**config.mk**
```make
export PLATFORM = sky130hd
export DESIGN_NAME = utlaf_top
export DESIGN_NICKNAME = d
export VERILOG_FILES = /design/src/rtl/utlaf_pkg.sv /design/src/rtl/utlaf_flag_bank.sv /design/src/rtl/utlaf_queue_ptr.sv /design/src/rtl/utlaf_top.sv
export SDC_FILE = /design/constraint.sdc
export NUM_CORES = 1
export LEC_CHECK = 0
export BUFFER_PORTS_ARGS = -buffer_cell sky130_fd_sc_hd__buf_4
export CORE_MARGIN = 2
export CORE_UTILIZATION = 45
export DETAILED_ROUTE_END_ITERATION = 8
export GPL_ROUTABILITY_DRIVEN = 0
export PLACE_DENSITY_LB_ADDON = 0.3
export SLEW_MARGIN = 20
export SYNTH_ARGS = -nofsm -noshare
export SYNTH_HDL_FRONTEND = slang
export SYNTH_SLANG_ARGS = --single-unit
```
**constraint.sdc**
```tcl
create_clock -name clock_i -period 2.2 [get_ports clock_i]
set_input_delay 0.44 -clock clock_i [delete_from_list [all_inputs] [get_ports clock_i]]
set_output_delay 0.44 -clock clock_i [all_outputs]
set_load 0.005 [all_outputs]
```
**src/rtl/utlaf_pkg.sv**
```systemverilog
package utlaf_pkg;

    // Register addresses: separate read and write addresses per register
    localparam logic [7:0] TX_ALERT_WR_ADDR   = 8'h12;
    localparam logic [7:0] TX_ALERT_RD_ADDR   = 8'h13;
    localparam logic [7:0] SM_ALERT_WR_ADDR   = 8'h14;
    localparam logic [7:0] SM_ALERT_RD_ADDR   = 8'h15;

    // Transmit alert field positions
    localparam int unsigned TRANSMIT_HELD_CONDITION_BIT       = 7;
    localparam int unsigned TX_RSVD_BIT       = 6;
    localparam int unsigned TX_BUSY_BIT       = 5;
    localparam int unsigned TX_IDLE_BIT       = 4;
    localparam int unsigned TX_OVERFLOW_BIT   = 3;
    localparam int unsigned TX_FULL_BIT       = 2;
    localparam int unsigned TX_AVAIL_BIT      = 1;
    localparam int unsigned TX_EMPTY_BIT      = 0;

    // Safety monitor alert field positions
    localparam int unsigned SM_RX_READY_BIT   = 7;
    localparam int unsigned SM_AP_STATUS_BIT  = 6;
    localparam int unsigned SM_COMM_ERR_BIT   = 5;

    // Reset values
    localparam logic [7:0] TX_ALERT_RESET     = 8'h00;
    localparam logic [7:0] SM_ALERT_RESET     = 8'h00;
    localparam logic [7:0] RDATA_RESET        = 8'h00;

    // Bits implemented by this block; the others read as zero
    localparam logic [7:0] TX_ALERT_IMPL      = 8'hBF;
    localparam logic [7:0] SM_ALERT_IMPL      = 8'hE0;

    // Default queue count and message length width
    localparam int unsigned TX_QUEUES_DEF     = 4;
    localparam int unsigned LEN_W_DEF         = 8;

    typedef struct packed {
        logic held;
        logic rsvd;
        logic busy;
        logic idle;
        logic overflow;
        logic full;
        logic avail;
        logic empty;
    } utlaf_tx_alert_t;

    typedef struct packed {
        logic       rx_ready;
        logic       ap_status_err;
        logic       comm_err;
        logic [4:0] other;
    } utlaf_sm_alert_t;

    typedef struct packed {
        logic       wr_en;
        logic       rd_en;
        logic [7:0] addr;
        logic [7:0] wdata;
    } utlaf_reg_req_t;

endpackage : utlaf_pkg

```
**src/rtl/utlaf_flag_bank.sv**
```systemverilog
`timescale 1ns/1ps
module utlaf_flag_bank #(
    parameter int unsigned W        = 8,
    parameter logic [W-1:0] IMPL    = '1,
    parameter logic [W-1:0] RST_VAL = '0
) (
    input  wire logic         clock_i,
    input  wire logic         rst_n_i,
    input  wire logic [W-1:0] set_i,
    input  wire logic         wr_i,
    input  wire logic [W-1:0] wdata_i,
    input  wire logic [W-1:0] hw_clr_i,
    output logic      [W-1:0] flags_o
);

    typedef struct packed {
        logic [W-1:0] flags;
    } utlaf_fb_state_t;

    utlaf_fb_state_t st_q;
    utlaf_fb_state_t st_d;

    always_comb begin
        st_d = st_q;
        // Writing zero clears, writing one keeps; a set in the same cycle wins
        if (wr_i) begin
            st_d.flags = st_d.flags & wdata_i; // RL11
        end
        st_d.flags = st_d.flags & ~hw_clr_i;
        st_d.flags = (st_d.flags | set_i) & IMPL; // RL20
    end

    always_ff @(posedge clock_i) begin
        if (!rst_n_i) begin
            st_q.flags <= RST_VAL;
        end else begin
            st_q <= st_d;
        end
    end

    assign flags_o = st_q.flags;

endmodule : utlaf_flag_bank

```
**src/rtl/utlaf_queue_ptr.sv**
```systemverilog
`timescale 1ns/1ps
module utlaf_queue_ptr #(
    parameter int unsigned NQ = utlaf_pkg::TX_QUEUES_DEF,
    parameter int unsigned PW = (NQ > 1) ? $clog2(NQ) : 1
) (
    input  wire logic          clock_i,
    input  wire logic          rst_n_i,
    input  wire logic          load_done_i,
    input  wire logic          sent_i,
    output logic      [PW-1:0] ld_ptr_o,
    output logic      [PW-1:0] tx_ptr_o,
    output logic               empty_o,
    output logic               full_o,
    output logic               overflow_o
);

    if (NQ < 2 || (NQ & (NQ - 1)) != 0) begin : g_check
        $error("utlaf_queue_ptr: NQ must be a power of two, at least 2");
    end

    typedef struct packed {
        logic [PW-1:0] ld;
        logic [PW-1:0] tx;
        logic          ovf;
    } utlaf_qp_state_t;

    utlaf_qp_state_t st_q;
    utlaf_qp_state_t st_d;

    logic [PW-1:0] ld_next;

    always_comb begin
        ld_next = st_q.ld + PW'(1);
        st_d     = st_q;
        st_d.ovf = 1'b0;
        if (sent_i && (st_q.tx != st_q.ld)) begin
            st_d.tx = st_q.tx + PW'(1);
        end
        if (load_done_i) begin
            // Next queue still holds unsent data: stay and overwrite the load queue
            if (ld_next == st_q.tx) begin
                st_d.ovf = 1'b1; // RL7
            end else begin
                st_d.ld = ld_next;
            end
        end
    end

    always_ff @(posedge clock_i) begin
        if (!rst_n_i) begin
            st_q <= '0;
        end else begin
            st_q <= st_d;
        end
    end

    assign ld_ptr_o   = st_q.ld;
    assign tx_ptr_o   = st_q.tx;
    assign empty_o    = (st_q.ld == st_q.tx); // RL10
    assign full_o     = (st_q.ld == PW'(st_q.tx - PW'(1))); // RL8
    assign overflow_o = st_q.ovf;

endmodule : utlaf_queue_ptr

```
**src/rtl/utlaf_top.sv**
```systemverilog
`timescale 1ns/1ps
// Notes on behaviour
// (RL1) Held flag: free receive bytes below message length
// (RL2) Held and limited: withhold the load queue
// (RL3) Unlimited setting: never held, always transmit
// (RL4) Host should watch receive overflow when unlimited
// (RL5) Busy flag while transmitter sends
// (RL6) Idle flag while transmitter does not send
// (RL7) Overflow flag when load pointer cannot advance
// (RL8) Full flag when load equals transmit minus one
// (RL9) Available flag whenever not full
// (RL10) Empty flag when load equals transmit pointer
// (RL11) Write zero clears, write one keeps
// (RL12) Receive ready on framed message completion
// (RL13) Receive ready clears once all messages read
// (RL14) No receive ready for stop on empty buffer
// (RL15) No receive ready for automatic alert packets
// (RL16) Status error on unmasked alert packet status
// (RL17) Command mode masks with error-mask registers
// (RL18) Sleep/safe masks by debounce masks, auto-clears
// (RL19) Communication error on corrupt, inserted, omitted data
// (RL20) Transmit bit 6 reads zero, ignores writes
module utlaf_top #(
    parameter int unsigned NQ    = utlaf_pkg::TX_QUEUES_DEF,
    parameter int unsigned LEN_W = utlaf_pkg::LEN_W_DEF,
    parameter int unsigned AP_W  = 8,
    parameter int unsigned PW    = (NQ > 1) ? $clog2(NQ) : 1
) (
    input  wire logic                     clock_i,
    input  wire logic                     rst_n_i,
    // Register access at the documented read and write addresses
    input  wire utlaf_pkg::utlaf_reg_req_t reg_req_i,
    output logic                     [7:0] reg_rdata_o,
    output logic                           reg_rvalid_o,
    // Transmit side
    input  wire logic                      unlimited_transmit_setting_i,
    input  wire logic          [LEN_W-1:0] rx_free_bytes_i,
    input  wire logic          [LEN_W-1:0] tx_msg_len_i,
    input  wire logic                      load_done_i,
    input  wire logic                      tx_active_i,
    input  wire logic                      tx_queue_sent_i,
    output logic                           tx_release_o,
    output logic                  [PW-1:0] load_queue_pointer_o,
    output logic                  [PW-1:0] transmit_queue_pointer_o,
    // Receive and safety monitor side
    input  wire logic                      rx_frame_end_i,
    input  wire logic                      rx_buf_empty_i,
    input  wire logic                      alert_packet_transaction_i,
    input  wire logic                      rx_all_read_i,
    input  wire logic                      commanded_mode_i,
    input  wire logic                      ap_status_valid_i,
    input  wire logic           [AP_W-1:0] ap_status_i,
    input  wire logic           [AP_W-1:0] error_mask_i,
    input  wire logic           [AP_W-1:0] debounce_mask_registers_i,
    input  wire logic                      ap_status_debounced_i,
    input  wire logic                      comm_fault_i,
    output logic                     [7:0] transmit_alert_flags_o,
    output logic                     [7:0] safety_monitor_alert_byte_o
);

    if (LEN_W < 1 || AP_W < 1) begin : g_check
        $error("utlaf_top: LEN_W and AP_W must be at least 1");
    end

    // Edge memory of the transmit conditions, release and read data
    typedef struct packed {
        utlaf_pkg::utlaf_tx_alert_t cond_prev;
        logic                       release_q;
        logic [7:0]                 rdata;
        logic                       rvalid;
    } utlaf_top_state_t;

    utlaf_top_state_t st_q;
    utlaf_top_state_t st_d;

    logic [PW-1:0] ld_ptr;
    logic [PW-1:0] tx_ptr;
    logic          q_empty;
    logic          q_full;
    logic          q_overflow;
    logic          held_cond;
    logic          pending;

    utlaf_pkg::utlaf_tx_alert_t cond;
    utlaf_pkg::utlaf_tx_alert_t tx_set;
    utlaf_pkg::utlaf_sm_alert_t sm_set;
    utlaf_pkg::utlaf_sm_alert_t sm_hwclr;
    logic [7:0]                 tx_flags;
    logic [7:0]                 sm_flags;
    logic [AP_W-1:0]            ap_mask;
    logic                       wr_tx;
    logic                       wr_sm;

    function automatic logic rising(input logic now, input logic prev);
        rising = now & ~prev;
    endfunction : rising

    utlaf_queue_ptr #(
        .NQ (NQ),
        .PW (PW)
    ) u_qptr (
        .clock_i     (clock_i),
        .rst_n_i     (rst_n_i),
        .load_done_i (load_done_i),
        .sent_i      (tx_queue_sent_i),
        .ld_ptr_o    (ld_ptr),
        .tx_ptr_o    (tx_ptr),
        .empty_o     (q_empty),
        .full_o      (q_full),
        .overflow_o  (q_overflow)
    );

    assign pending = ~q_empty;

    // Held only when a queue waits, space is short and the limit applies
    always_comb begin
        held_cond = 1'b0;
        if (!unlimited_transmit_setting_i && pending) begin // RL3
            held_cond = (rx_free_bytes_i < tx_msg_len_i); // RL1
        end
    end

    // Transmit conditions laid out as the register
    always_comb begin
        cond          = '0;
        cond.held     = held_cond; // RL1
        cond.busy     = tx_active_i; // RL5
        cond.idle     = ~tx_active_i; // RL6
        cond.full     = q_full; // RL8
        cond.avail    = ~q_full; // RL9
        cond.empty    = q_empty; // RL10
    end

    // Flags are event driven: set on the rising edge of each condition, overflow directly on each queue overflow pulse
    always_comb begin
        tx_set          = '0;
        tx_set.held     = rising(cond.held, st_q.cond_prev.held);
        tx_set.busy     = rising(cond.busy, st_q.cond_prev.busy);
        tx_set.idle     = rising(cond.idle, st_q.cond_prev.idle);
        tx_set.overflow = q_overflow; // RL7
        tx_set.full     = rising(cond.full, st_q.cond_prev.full);
        tx_set.avail    = rising(cond.avail, st_q.cond_prev.avail);
        tx_set.empty    = rising(cond.empty, st_q.cond_prev.empty);
    end

    // Receive-ready and alert-packet status evaluation
    always_comb begin
        ap_mask = commanded_mode_i ? error_mask_i : debounce_mask_registers_i; // RL17 RL18
        sm_set  = '0;
        sm_set.rx_ready = rx_frame_end_i & ~rx_buf_empty_i // RL12 RL14
                        & ~alert_packet_transaction_i; // RL15
        sm_set.ap_status_err = ap_status_valid_i & (|(ap_status_i & ~ap_mask)); // RL16
        sm_set.comm_err      = comm_fault_i; // RL19
        sm_hwclr = '0;
        sm_hwclr.rx_ready      = rx_all_read_i; // RL13
        sm_hwclr.ap_status_err = ~commanded_mode_i & ap_status_debounced_i; // RL18
    end

    assign wr_tx = reg_req_i.wr_en && (reg_req_i.addr == utlaf_pkg::TX_ALERT_WR_ADDR);
    assign wr_sm = reg_req_i.wr_en && (reg_req_i.addr == utlaf_pkg::SM_ALERT_WR_ADDR);

    utlaf_flag_bank #(
        .W       (8),
        .IMPL    (utlaf_pkg::TX_ALERT_IMPL),
        .RST_VAL (utlaf_pkg::TX_ALERT_RESET)
    ) u_tx_flags (
        .clock_i  (clock_i),
        .rst_n_i  (rst_n_i),
        .set_i    (tx_set),
        .wr_i     (wr_tx),
        .wdata_i  (reg_req_i.wdata),
        .hw_clr_i (8'h00),
        .flags_o  (tx_flags)
    );

    utlaf_flag_bank #(
        .W       (8),
        .IMPL    (utlaf_pkg::SM_ALERT_IMPL),
        .RST_VAL (utlaf_pkg::SM_ALERT_RESET)
    ) u_sm_flags (
        .clock_i  (clock_i),
        .rst_n_i  (rst_n_i),
        .set_i    (sm_set),
        .wr_i     (wr_sm),
        .wdata_i  (reg_req_i.wdata),
        .hw_clr_i (sm_hwclr),
        .flags_o  (sm_flags)
    );

    always_comb begin
        st_d           = st_q;
        st_d.cond_prev = cond;
        // Release the head queue only when not held
        st_d.release_q = pending & ~held_cond; // RL2 RL3
        st_d.rvalid    = reg_req_i.rd_en;
        if (reg_req_i.rd_en) begin
            case (reg_req_i.addr)
                utlaf_pkg::TX_ALERT_RD_ADDR: begin
                    st_d.rdata = tx_flags;
                end
                utlaf_pkg::SM_ALERT_RD_ADDR: begin
                    st_d.rdata = sm_flags;
                end
                default: begin
                    st_d.rdata = 8'h00;
                end
            endcase
        end
    end

    always_ff @(posedge clock_i) begin
        if (!rst_n_i) begin
            st_q.cond_prev <= '0;
            st_q.release_q <= 1'b0;
            st_q.rdata     <= utlaf_pkg::RDATA_RESET;
            st_q.rvalid    <= 1'b0;
        end else begin
            st_q <= st_d;
        end
    end

    assign reg_rdata_o                 = st_q.rdata;
    assign reg_rvalid_o                = st_q.rvalid;
    assign tx_release_o                = st_q.release_q;
    assign load_queue_pointer_o        = ld_ptr;
    assign transmit_queue_pointer_o    = tx_ptr;
    assign transmit_alert_flags_o      = tx_flags;
    assign safety_monitor_alert_byte_o = sm_flags;

endmodule : utlaf_top

```
==> run_results.csv <==
group,metric,value,unit
status,status,"complete, no violations",
worst_setup_path,r2r-start,"u_qptr.ld_ptr_o[1]",
placement,dpl_cell_area,2290,µm²
clocking,cts.sinks,31,
worst_setup_path,critPathCaptureType,"flip-flop",
clocking,cts_resized,0,
placement,place_ws,0.350,ns
sta,whs,0.294,ns
floorplanning,coreArea,3390,µm²
worst_setup_path,critPathMaxFanout,5,
sta,max_freq,0.659,GHz
synthesis,synth_most_common_cell,"dfxtp_1",
detailed_routing,wl_per_cell,11.6,µm
synthesis,ys_seq_area_frac,0.385,
synthesis,synthArstFlopShare,0,
synthesis,synthSimpleGateAreaFrac,0.225,
synthesis,synthAdderAreaFrac,0.0543,
grt,antenna_found_initial,0,
cells_and_area,diodes,0,
sta,layout_setup_ws,0.683,ns
worst_setup_path,ff2ff_path_depth,5,
synthesis,synth_edf_count,0,
worst_setup_path,crit_path_start_kind,"flip-flop",
sta,final.setup.tns,0,ns
placement,port_buffers,95,
detailed_routing,routed_via_density,4.74,
sta,setup_viol,0,
floorplanning,ios,102,
clocking,clk_latency,0.32,ns
sta,maxSlewViolCount,0,
cells_and_area,fin_util,0.692,
min_path,min_path_type,"in2reg",
worst_setup_path,r2r-end,"u_qptr.tx_ptr_o[1]",
placement,dpl.hpwl,3.10,mm
floorplanning,fp.dieH,63.9,µm
power_and_ir_drop,power_density,671,nW/µm²
floorplanning,rows,21,
floorplanning,die-width,63.9,µm
synthesis,synth.largest_area_cell,"dfxtp_1",
floorplanning,initial_utilization,0.476,
sta,skew,0.00395,ns
min_path,min_to,"st_q[14]",
grt,track_usage,0.198,
synthesis,synth_top_area_frac,0.385,
synthesis,ys_ff_latch,31,
worst_setup_path,slowest_stage,"or3b_1",
cells_and_area,nets,357,
grt,grt_first_pass_wirelength,6.48,mm
clocking,h-tree-depth,2,
worst_setup_path,cp_top_family,"simple AND/OR/NAND/NOR gates",
worst_setup_path,crit_required,2.41,ns
min_path,hold_depth,2,
cells_and_area,drive_above_1_share,0.388,
synthesis,synth_xor_area_frac,0.0272,
clocking,root_buffer,"clkbuf_4",
run,maxCapViolations,0,
clocking,cts-buffers-inserted,5,
clocking,clkTransAtPathRegs,0.09,ns
synthesis,post_synth.cell_area_avg,8.58,µm²
cells_and_area,areaGrowthSynthToFinish,45.4,%
synthesis,syn_inst,188,
synthesis,ys_top_cells_by_area,"dfxtp_1, buf_4, a21oi_1, mux2i_1, ha_1",
power_and_ir_drop,leakage,1.17,nW
detailed_routing,detail-route-antenna-nets,0,
sta,hold_viol_final,0,
detailed_routing,drc,0,
sta,finalCriticalPeriod,1.52,ns
detailed_routing,drtIter0Drc,50,
grt,first_global_vias,1559,
detailed_routing,num_vias,1537,
cells_and_area,fin_area,2340,µm²
worst_setup_path,r2r_slack,0.68,ns
worst_setup_path,crit_chain,"xnor2_1 > or3b_1 > nand3_1 > xor2_1 > nor2_1",
grt,grt_max_degree,14,
power_and_ir_drop,irDropWorstVdd,360,µV
clocking,cts.hold.buffers_added,0,
synthesis,synth_top_family_by_area,"simple AND/OR/NAND/NOR gates",
floorplanning,die_area,4080,µm²
synthesis,synthFlopType,"dfxtp_1",
worst_setup_path,worst-path-stages,5,
clocking,cts_tree,"yes",
worst_setup_path,cp_data_arrival_time,1.72,ns
min_path,min-delay-start,"tx_active_i",
synthesis,ys_types,34,
synthesis,syn-cell-area,1610,µm²
detailed_routing,drt_wl_total,3.76,mm
detailed_routing,drt-pass1-iter-count,4,
sta,period_share,0.690,
sta,rsz0062_at_grt,"false",
clocking,cts_setup_buffers,0,
clocking,clock_path_buffers,2,
synthesis,ys_warn_count,0,
synthesis,synth-compound-area-share,0.147,
worst_setup_path,path_class,"reg2reg",
synthesis,synthTopCellsByCount,"dfxtp_1, a21oi_1, nor2_1",
worst_setup_path,cpPeakStageDelay,0.47,ns
synthesis,synth_mux_area_frac,0.0559,
grt,overflow,0,
worst_setup_path,cp_num_buf_inv,0,
how the worst max path moves through the flow:
stage	startpoint	end	slack, ns
after floorplan	tx_msg_len_i[7]	u_tx_flags.flags_o[7]	0.67
after global placement	reg_req_i[13]	u_tx_flags.flags_o[0]	0.43
after detailed placement	reg_req_i[13]	u_tx_flags.flags_o[0]	0.35
after CTS	u_qptr.ld_ptr_o[1]	u_qptr.tx_ptr_o[1]	0.67
after global routing	u_qptr.ld_ptr_o[1]	u_qptr.ld_ptr_o[1]	0.57
final	u_qptr.ld_ptr_o[1]	u_qptr.tx_ptr_o[1]	0.68
layout make-up:
cell class / count / area, µm²
flip-flops and latches: 31 / 621
clock inverters: 1 / 5.00
multi-input cells: 132 / 845
inverters: 12 / 45.0
clock buffers: 6 / 51.3
well taps: 46 / 57.6
repair buffers: 96 / 721
fillers: 271 / 1040
kinds of logic (layout without fill, tap and decap cells):
kind of cell               count (synthesis)  count (layout)
AOI/OAI and AO/OA                         41              41
xor gates and xnor gates                   5               5
adders and majority gates                  7               7
buffers and inverters                     30             115
DFF                                       31              31
muxes                                      9               9
other                                      1               6
and+or+nand+nor                           64              64
power by group:
part           switching (mW)  internal, mW  leakage [nW]
logic                   0.219         0.297         0.880
clock network           0.178         0.148        0.0341
registers              0.0688         0.661         0.254
cell usage in the layout (no fill, tap or decap), drive strengths merged, types with 2 or more instances in the layout:
cell type  count
buf           96
xor2           4
a22oi          4
dfxtp         31
conb           6
nor2b          9
inv           12
ha             7
a22o           2
nor2          17
or2            2
mux2i          9
nand2          8
and2           4
nand2b         7
nor3b          2
o21ai         11
nand3          5
a21oi         19
nand4          4
clkbuf         6
sequential cells by signal (all words and copies together), names as in the netlist:
register            count
u_qptr.ld_ptr_o         2
u_sm_flags.flags_o      3
tx_release_o            1
u_qptr.tx_ptr_o         2
reg_rdata_o             8
reg_rvalid_o            1
st_q                    6
u_tx_flags.flags_o      7
u_qptr.overflow_o       1
stage by stage:
stage / instances / total power [mW]
after CTS: 324 / 1.59
final: 324 / 1.57
after global routing: 324 / 1.68
after global placement: 317 / 1.24
after detailed placement: 317 / 1.26
after floorplan: 193 / 0.999
metal layers:
| metal | vias to the layer above | global-route usage | part of all wire |
|---|---|---|---|
| li1 | 803 | - | - |
| met1 | 677 | 0.217 | 0.42 |
| met2 | 51 | 0.363 | 0.50 |
| met3 | 6 | 0.0493 | 0.060 |
| met4 | 0 | 0.0761 | 0.014 |
| met5 | - | 0 | 0 |
Power figures use the tool's default switching activity.
